$ cat config.mk
export PLATFORM = sky130hd
export DESIGN_NAME = watchdog_and_software_reset
export DESIGN_NICKNAME = d
export VERILOG_FILES = /design/src/wdt_types_pkg.sv /design/src/watchdog_and_software_reset.sv /design/src/wdt_timebase.sv
export VERILOG_INCLUDE_DIRS = /design/src /design/src/src
export SDC_FILE = /design/constraint.sdc
export NUM_CORES = 1
export LEC_CHECK = 0
export ABC_AREA = 1
export ABC_CLOCK_PERIOD_IN_PS = 2070
export BUFFER_PORTS_ARGS = -buffer_cell sky130_fd_sc_hd__buf_2
export CELL_PAD_IN_SITES_DETAIL_PLACEMENT = 1
export CELL_PAD_IN_SITES_GLOBAL_PLACEMENT = 2
export CORE_MARGIN = 2
export CORE_UTILIZATION = 27
export CTS_CLUSTER_DIAMETER = 30
export DETAILED_ROUTE_END_ITERATION = 12
export HOLD_SLACK_MARGIN = 0.08
export PLACE_DENSITY = 0.83
export RECOVER_POWER = 100
export SYNTH_ARGS = -nofsm -noshare
export SYNTH_HDL_FRONTEND = slang
export SYNTH_SLANG_ARGS = --single-unit
$ cat constraint.sdc
create_clock -name i_sys_clk -period 2.07 [get_ports i_sys_clk]
set_clock_uncertainty 0.15 [all_clocks]
set_input_delay 0.207 -clock i_sys_clk [delete_from_list [all_inputs] [get_ports i_sys_clk]]
set_output_delay 0.207 -clock i_sys_clk [all_outputs]
set_load 0.01 [all_outputs]
$ cat src/wdt_consts.svh
`ifndef WDT_CONSTS_SVH
`define WDT_CONSTS_SVH

// Register indices; byte address is four times the index
`define KEY_IDX 10'h0A6
`define CTRL_IDX 10'h0A7
`define IRQ_STAT_IDX 10'h0B0
`define IRQ_MASK_IDX 10'h0B1

// Control register reset pattern and field positions
`define CTRL_RESET 8'h00
`define PS_MSB 7
`define PS_LSB 5
`define IDLE_HALT_BIT 4
`define RSTO_DIS_BIT 3
`define SWR_FLAG_BIT 2
`define OVF_FLAG_BIT 1
`define RUN_FLAG_BIT 0

// Key bytes
`define KEY_FEED_1 8'h1E
`define KEY_FEED_2 8'hE1
`define KEY_SWR_1 8'h5A
`define KEY_SWR_2 8'hA5

// Timer structure and reset pulse length
`define TIMER_BITS 14
`define PRESC_BITS 7
`define RST_PULSE_CYC 16

// Interrupt status layout
`define IRQ_W 3
`define IRQ_TIMEOUT_BIT 0
`define IRQ_BADSEQ_BIT 1
`define IRQ_SOFTWARE_RESET_FLAG_BIT 2

`endif

$ cat src/wdt_types_pkg.sv
package wdt_types_pkg;

    typedef enum logic [1:0]
    {
        ST_IDLE = 2'b00,
        ST_FEED_HALF = 2'b01,
        ST_SWR_HALF = 2'b10,
        ST_RESET = 2'b11
    } seq_state_t;

endpackage

$ cat src/watchdog_and_software_reset.sv
// Contract
// - 5AH then A5H requests software reset
// - Software reset works with watchdog stopped
// - Clean software reset sets bit 2 only
// - Wrong sequence resets, sets bits 2,1
// - Bits 7:5 select 16K to 2048K
// - Overflow flag sticky until software clears
// - Bit 0 read-only running, reset clears
// - 1EH then E1H starts watchdog
// - Feed pair restarts count, expiry resets
// - Key register write-only, reads zero
// - Fourteen-bit timer behind seven-bit prescaler
// - Timeout is two to code plus 14
// - Disabled by reset, halted in power-down
//
// The implementer's own choice: the Wishbone slave port.
`timescale 1ns/100ps
`include "wdt_consts.svh"

module watchdog_and_software_reset
    import wdt_types_pkg::*;
#(
    parameter int TIMER_W = `TIMER_BITS,
    parameter int PRESC_W = `PRESC_BITS,
    parameter int RST_PULSE = `RST_PULSE_CYC
)
(
    // Clock, reset, enable
    input wire logic i_sys_clk,
    input wire logic i_nrst,
    input wire logic i_ce,
    // Wishbone slave
    input wire logic i_wb_cyc,
    input wire logic i_wb_stb,
    input wire logic i_wb_we,
    input wire logic [11:0] i_wb_adr,
    input wire logic [3:0] i_wb_sel,
    input wire logic [31:0] i_wb_dat,
    output logic o_wb_ack,
    output logic [31:0] o_wb_dat,
    // CPU power state and reset configuration
    input wire logic i_idle,
    input wire logic i_power_down,
    input wire logic i_reset_polarity,
    // Reset outputs
    output logic o_sys_reset,
    output logic o_rst_pin,
    output logic o_rst_pin_oe_n,
    // Interrupt
    output logic o_irq
);
    localparam logic [7:0] PULSE_LAST = 8'(RST_PULSE - 1);

    seq_state_t seq_q;
    seq_state_t seq_d;
    logic [7:0] pulse_q;
    logic [7:0] pulse_d;
    logic [7:0] ctrl_q;
    logic [7:0] ctrl_d;
    logic pin_drive_q;
    logic pin_drive_d;
    logic sys_rst_q;
    logic sys_rst_d;
    logic ack_q;
    logic ack_d;
    logic [7:0] rdat_q;
    logic [7:0] rdat_d;
    logic [`IRQ_W-1:0] stat_q;
    logic [`IRQ_W-1:0] stat_d;
    logic [`IRQ_W-1:0] mask_q;
    logic [`IRQ_W-1:0] mask_d;
    logic irq_q;
    logic irq_d;

    logic req;
    logic wr;
    logic [9:0] idx;
    logic key_wr;
    logic ctrl_wr;
    logic feed_ok;
    logic swr_ok;
    logic bad_seq;
    logic expire;
    logic reset_go;
    logic running;
    logic count_en;
    logic tb_clear;

    function automatic logic hit(input logic [9:0] a, input logic [9:0] i);
        return a == i;
    endfunction

    assign req = i_wb_cyc && i_wb_stb && !ack_q;
    assign wr = req && i_wb_we && i_wb_sel[0];
    assign idx = i_wb_adr[11:2];
    assign key_wr = wr && hit(idx, `KEY_IDX);
    assign ctrl_wr = wr && hit(idx, `CTRL_IDX);
    assign running = ctrl_q[`RUN_FLAG_BIT];

    assign count_en = running && !i_power_down
        && !(i_idle && ctrl_q[`IDLE_HALT_BIT]);
    assign tb_clear = feed_ok || !running;

    wdt_timebase
    #(
        .TIMER_W(TIMER_W),
        .PRESC_W(PRESC_W)
    )
    u_timebase
    (
        .i_sys_clk(i_sys_clk),
        .i_nrst(i_nrst),
        .i_ce(i_ce),
        .i_clear(tb_clear),
        .i_count_en(count_en),
        .i_sel(ctrl_q[`PS_MSB:`PS_LSB]),
        .o_expire(expire)
    );

    // Key sequence tracker
    always_comb
    begin
        seq_d = seq_q;
        pulse_d = pulse_q;
        feed_ok = 1'b0;
        swr_ok = 1'b0;
        bad_seq = 1'b0;
        case (seq_q)
            ST_IDLE:
            begin
                if (key_wr)
                begin
                    if (i_wb_dat[7:0] == `KEY_FEED_1)
                        seq_d = ST_FEED_HALF;
                    else if (i_wb_dat[7:0] == `KEY_SWR_1)
                        seq_d = ST_SWR_HALF;
                    else
                        bad_seq = 1'b1;
                end
            end
            ST_FEED_HALF:
            begin
                if (key_wr)
                begin
                    if (i_wb_dat[7:0] == `KEY_FEED_2)
                    begin
                        feed_ok = 1'b1;
                        seq_d = ST_IDLE;
                    end
                    else
                        bad_seq = 1'b1;
                end
            end
            ST_SWR_HALF:
            begin
                if (key_wr)
                begin
                    if (i_wb_dat[7:0] == `KEY_SWR_2)
                        swr_ok = 1'b1;
                    else
                        bad_seq = 1'b1;
                end
            end
            ST_RESET:
            begin
                if (pulse_q == 8'h00)
                    seq_d = ST_IDLE;
                else
                    pulse_d = pulse_q - 8'h01;
            end
            default:
            begin
                seq_d = ST_IDLE;
            end
        endcase
        if (swr_ok || bad_seq || (expire && running))
        begin
            seq_d = ST_RESET;
            pulse_d = PULSE_LAST;
        end
    end

    assign reset_go = swr_ok || bad_seq || (expire && running);

    // Control and status register
    always_comb
    begin
        ctrl_d = ctrl_q;
        pin_drive_d = pin_drive_q;
        if (ctrl_wr)
        begin
            ctrl_d[`PS_MSB:`RSTO_DIS_BIT] =
                i_wb_dat[`PS_MSB:`RSTO_DIS_BIT];
            // software clears flags by writing zero
            ctrl_d[`SWR_FLAG_BIT] =
                ctrl_q[`SWR_FLAG_BIT] && i_wb_dat[`SWR_FLAG_BIT];
            ctrl_d[`OVF_FLAG_BIT] =
                ctrl_q[`OVF_FLAG_BIT] && i_wb_dat[`OVF_FLAG_BIT];
        end
        if (feed_ok)
            ctrl_d[`RUN_FLAG_BIT] = 1'b1;
        if (reset_go)
        begin
            ctrl_d[`PS_MSB:`RSTO_DIS_BIT] =
                5'(`CTRL_RESET >> `RSTO_DIS_BIT);
            ctrl_d[`RUN_FLAG_BIT] = 1'b0;
            ctrl_d[`SWR_FLAG_BIT] = ctrl_d[`SWR_FLAG_BIT] || swr_ok
                || bad_seq;
            ctrl_d[`OVF_FLAG_BIT] = ctrl_d[`OVF_FLAG_BIT] || bad_seq
                || expire;
            pin_drive_d = !ctrl_q[`RSTO_DIS_BIT] && !swr_ok;
        end
        else if (seq_d != ST_RESET)
            pin_drive_d = 1'b0;
    end

    // Bus answer and interrupt logic
    always_comb
    begin
        ack_d = req;
        rdat_d = 8'h00;
        stat_d = stat_q;
        mask_d = mask_q;
        if (req && !i_wb_we)
        begin
            if (hit(idx, `CTRL_IDX))
                rdat_d = ctrl_q;
            else if (hit(idx, `IRQ_STAT_IDX))
                rdat_d = 8'(stat_q);
            else if (hit(idx, `IRQ_MASK_IDX))
                rdat_d = 8'(mask_q);
            else
                rdat_d = 8'h00;
        end
        if (wr && hit(idx, `IRQ_STAT_IDX))
            stat_d = stat_q & ~i_wb_dat[`IRQ_W-1:0];
        if (wr && hit(idx, `IRQ_MASK_IDX))
            mask_d = i_wb_dat[`IRQ_W-1:0];
        // Set wins over clear
        if (expire && running)
            stat_d[`IRQ_TIMEOUT_BIT] = 1'b1;
        if (bad_seq)
            stat_d[`IRQ_BADSEQ_BIT] = 1'b1;
        if (swr_ok)
            stat_d[`IRQ_SOFTWARE_RESET_FLAG_BIT] = 1'b1;
        irq_d = |(stat_d & mask_d);
        sys_rst_d = seq_d == ST_RESET;
    end

    always_ff @(posedge i_sys_clk or negedge i_nrst)
    begin
        if (!i_nrst)
        begin
            seq_q <= ST_IDLE;
            pulse_q <= 8'h00;
            ctrl_q <= `CTRL_RESET;
            pin_drive_q <= 1'b0;
            sys_rst_q <= 1'b0;
            ack_q <= 1'b0;
            rdat_q <= 8'h00;
            stat_q <= '0;
            mask_q <= '0;
            irq_q <= 1'b0;
        end
        else if (i_ce)
        begin
            seq_q <= seq_d;
            pulse_q <= pulse_d;
            ctrl_q <= ctrl_d;
            pin_drive_q <= pin_drive_d;
            sys_rst_q <= sys_rst_d;
            ack_q <= ack_d;
            rdat_q <= rdat_d;
            stat_q <= stat_d;
            mask_q <= mask_d;
            irq_q <= irq_d;
        end
    end

    // Pin level follows polarity while driven
    logic pin_q;
    logic pin_oe_n_q;

    always_ff @(posedge i_sys_clk or negedge i_nrst)
    begin
        if (!i_nrst)
        begin
            pin_q <= 1'b0;
            pin_oe_n_q <= 1'b1;
        end
        else if (i_ce)
        begin
            pin_q <= i_reset_polarity;
            pin_oe_n_q <= !pin_drive_d;
        end
    end

    assign o_wb_ack = ack_q;
    assign o_wb_dat = {24'h000000, rdat_q};
    assign o_sys_reset = sys_rst_q;
    assign o_rst_pin = pin_q;
    assign o_rst_pin_oe_n = pin_oe_n_q;
    assign o_irq = irq_q;
endmodule

$ cat src/wdt_timebase.sv
`timescale 1ns/100ps
`include "wdt_consts.svh"

module wdt_timebase
#(
    parameter int TIMER_W = `TIMER_BITS,
    parameter int PRESC_W = `PRESC_BITS
)
(
    // Clock, reset, enable
    input wire logic i_sys_clk,
    input wire logic i_nrst,
    input wire logic i_ce,
    // Control
    input wire logic i_clear,
    input wire logic i_count_en,
    input wire logic [2:0] i_sel,
    // Terminal count pulse
    output logic o_expire
);
    localparam int CNT_W = TIMER_W + PRESC_W;

    logic [CNT_W-1:0] cnt_q;
    logic [CNT_W-1:0] cnt_d;
    logic expire_q;
    logic expire_d;
    logic terminal;

    // Ones in the low TIMER_W+sel bits
    function automatic logic [CNT_W-1:0] low_mask(input logic [2:0] sel);
        logic [CNT_W-1:0] m;
        m = '0;
        for (int i = 0; i < CNT_W; i++)
        begin
            if (i < TIMER_W + int'(sel))
                m[i] = 1'b1;
        end
        return m;
    endfunction

    assign terminal = &(cnt_q | ~low_mask(i_sel));

    always_comb
    begin
        cnt_d = cnt_q;
        expire_d = 1'b0;
        if (i_clear)
            cnt_d = '0;
        else if (i_count_en)
        begin
            if (terminal)
            begin
                cnt_d = '0;
                expire_d = 1'b1;
            end
            else
                cnt_d = cnt_q + 1'b1;
        end
    end

    always_ff @(posedge i_sys_clk or negedge i_nrst)
    begin
        if (!i_nrst)
        begin
            cnt_q <= '0;
            expire_q <= 1'b0;
        end
        else if (i_ce)
        begin
            cnt_q <= cnt_d;
            expire_q <= expire_d;
        end
    end

    assign o_expire = expire_q;
endmodule

==> key figures <==
Run status
  • Status: finished with violations
  • Violated checks: setup timing

Finish
  • # fillers: 1931
  • Area grow syn2layout: 29.5%
  • Most frequent cells in the layout: nand2_1 (155), dfrtp_1 (59), inv_1 (54), nor2_1 (49), buf_4 (39)
  • Ant. Diodes: 0
  • Net count, final: 756
  • Fin util: 35.8%
  • Cell area after layout: 5440 µm²
  • Fraction of layout cells with a size suffix above 1: 21.0%
  • Commonest non-fill, non-tap cell in the layout: nand2_1

Placement
  • Dpl ws: -0.0771 ns
  • Hpwl dp: 10200 µm
  • Number of port buffers: 40
  • DP Area: 4790 µm²
  • GP Congestion: 0.915

Floorplanning
  • Initial core utilization: 27.7%
  • Core Area: 15200 µm²
  • Die height: 129 µm
  • Die Wd: 129 µm
  • Die Area: 16600 µm²
  • Row Count: 45
  • Ports: 94

Critical path
  • Worst path slowest cell: dfrtp_1
  • Worst EP required: 2.13 ns
  • Kind of critical path: register to register
  • CP arrival: 2.17 ns
  • CP cell instances: inv_2, ha_4, nand3_4, nand2_2, nor2_1, nor4_2, nand2_2, clkbuf_16, nand4_1, o21ai_1
  • CP top delay family: simple AND/OR/NAND/NOR gates
  • CP max FO: 9
  • Worst path max stage delay: 0.37 ns
  • Worst setup SP type: register
  • Crit end category: register
  • Bufs and invs on worst path: 2
  • Worst path most repeated cell: nand2_2

CTS
  • Num CTS Buffers: 9
  • Clock Tree Root: clkbuf_16
  • TritonCTS clock tree: done
  • Clk_lat worst skew: 0.34 ns
  • Worst-path clk slew: 0.05 ns
  • CTS H-tree depth: 3
  • Clock buffer depth: 2
  • # clock sinks: 60

Run
  • Max Cap Violations: 0

Timing
  • Unrepaired setup endpoints after global routing: true
  • Setup tns final: -0.167 ns
  • Max transition margin: 39.8%
  • Worst-Margin Slew: 0.903 ns
  • F_max: 475 MHz
  • Minimum clock period: 2.11 ns
  • # setup viols final: 14
  • Final period util: 102%
  • Fin. max-slew vios: 0
  • Fin worst setup slack: -0.0355 ns
  • Final hold viol count: 0

Power
  • Pwr Total: 3.77 mW
  • PwrDens: 692 nW/µm²
  • Maximum vdd ir drop: 376 µV
  • Leak: 2.50 nW

Detailed routing
  • Iteration count of the initial detailed-routing pass: 4
  • DRC: 0
  • Via count: 4278
  • Post-DRT Antenna Nets: 0
  • DR WL/cell: 15.7 µm
  • Via density: 4.87
  • Starting DRT DRC Count: 183
  • Total wire length: 13800 µm

Yosys
  • Post-synth top area cell: dfrtp_1
  • Synthesized area: 4200 µm²
  • Synthesis Warnings: 0
  • Unique masters post-synth: 41
  • Mapped Cells: 594
  • Share of the synthesized area in the top cell type: 35.1%
  • Avg Inst Size Synth: 7.08 µm²
  • Seq cells post-synth: 60
  • Top post-synthesis cells by area: dfrtp_1 (35%), nand2_1 (14%), inv_1 (5.5%)
  • Sequential cell area fraction in the yosys report: 35.7%

Min path
  • Min-delay worst type: input port to register

Global route
  • Total GRT Usage: 17.1%
  • Vias in the first global route: 4535
  • Largest net degree at the start of global routing: 61
  • Initial antenna violation count: 0
  • First-pass GRT wire length: 22300 µm
  • Total global routing overflow: 0
state kept, by name, indices dropped and copies added, names as in the netlist:
signal,cells
o_wb_ack,1
mask_q,3
stat_q,3
o_rst_pin_oe_n,1
pulse_q,8
o_rst_pin,1
o_sys_reset,1
rdat_q,8
o_irq,1
u_timebase.o_expire,1
pin_drive_q,1
u_timebase.cnt_q,21
seq_q,2
ctrl_q,8
kinds of logic after synthesis:
logic type                 Yosys count  share of synthesized area (%)
AOI/OAI and AO/OA                   85                           11.1
adders and majority gates           13                           3.87
buffers and inverters              107                           12.1
other                                1                         0.0892
xor gates and xnor gates            15                           3.13
DFF                                 60                           35.7
and+or+nand+nor                    313                           33.9
cell type report:
type / count / area [µm²] / share of cell area, %
clock buffer: 12 / 267 / 4.90
clock inverter: 4 / 70.1 / 1.29
inverter: 69 / 262 / 4.80
sequential: 60 / 1500 / 27.6
multi-input combinational: 450 / 2430 / 44.7
tap: 188 / 235 / 4.32
timing repair buffer: 96 / 676 / 12.4
per-stage QoR:
stage          instances  hold WS, ns
3_5_place_dp         846        0.106
3_3_place_gp         846        0.103
4_1_cts              871        0.102
2_1_floorplan        617       -0.239
6_report             879        0.105
5_1_grt              879        0.124
worst register-to-register path: cells and delay by family (launching register included):
kind	cells	cell delay (ns)
DFF	1	0.37
adders and majority gates	1	0.33
AOI/OAI and AO/OA	1	0.07
buffers and inverters	2	0.29
and+or+nand+nor	6	0.76
Yosys cell counts (all sizes together):
| cell | n |
|---|---|
| nand2 | 165 |
| inv | 69 |
| o21ai | 62 |
| dfrtp | 59 |
| nor2 | 54 |
| nand3 | 39 |
| buf | 34 |
| nand4 | 21 |
| nor3 | 17 |
| ha | 13 |
| xor2 | 12 |
| a21oi | 11 |
| nand3b | 7 |
| nor4 | 6 |
| a31oi | 5 |
| clkbuf | 4 |
| or2 | 4 |
| xnor2 | 3 |
| a32o | 2 |
| o211ai | 2 |
| conb | 1 |
| dfstp | 1 |
| o2111ai | 1 |
| o31ai | 1 |
| o41ai | 1 |
layer usage:
metal / vias to the layer above / global-route usage, % / routed length (µm)
met4: 0 / 4.35 / 184
met1: 2110 / 19.7 / 5770
met5: - / 0 / 0
li1: 2080 / - / -
met3: 18 / 3.78 / 445
met2: 70 / 31.9 / 7390
power breakdown:
part	leakage, nW	switching (mW)	internal [mW]
logic	1.52	0.454	0.282
registers	0.808	0.0651	1.26
clock network	0.169	0.560	1.15
final timing paths:
check                                           start                                to  slack (ns)  cells past startpoint
min                                       i_wb_dat[3]             ctrl_q[3]$_DFFE_PN0P_        0.10                      3
min in group asynchronous                      i_nrst             o_rst_pin$_DFFE_PN0P_        0.51                      3
max                             ctrl_q[6]$_DFFE_PN0P_  u_timebase.cnt_q[18]$_DFFE_PN0P_       -0.04                     10
min reg2reg                o_rst_pin_oe_n$_DFFE_PN1P_        o_rst_pin_oe_n$_DFFE_PN1P_        0.32                      2
max in group asynchronous                      i_nrst            pulse_q[0]$_DFFE_PN0P_        0.69                      3
max reg2reg                     ctrl_q[6]$_DFFE_PN0P_  u_timebase.cnt_q[18]$_DFFE_PN0P_       -0.04                     10
repair_timing:
item / 4_1_cts / 5_1_grt
setup endpoints to repair: 26 / 37
endpoints found under the hold margin: 68 / 0
gates cloned: 0 / 2
buffers inserted: 0 / 6
pin swaps: 1 / 18
gates resized for setup: 9 / 45
hold buffers: 9 / 0
(Power assumes the default switching activity.)
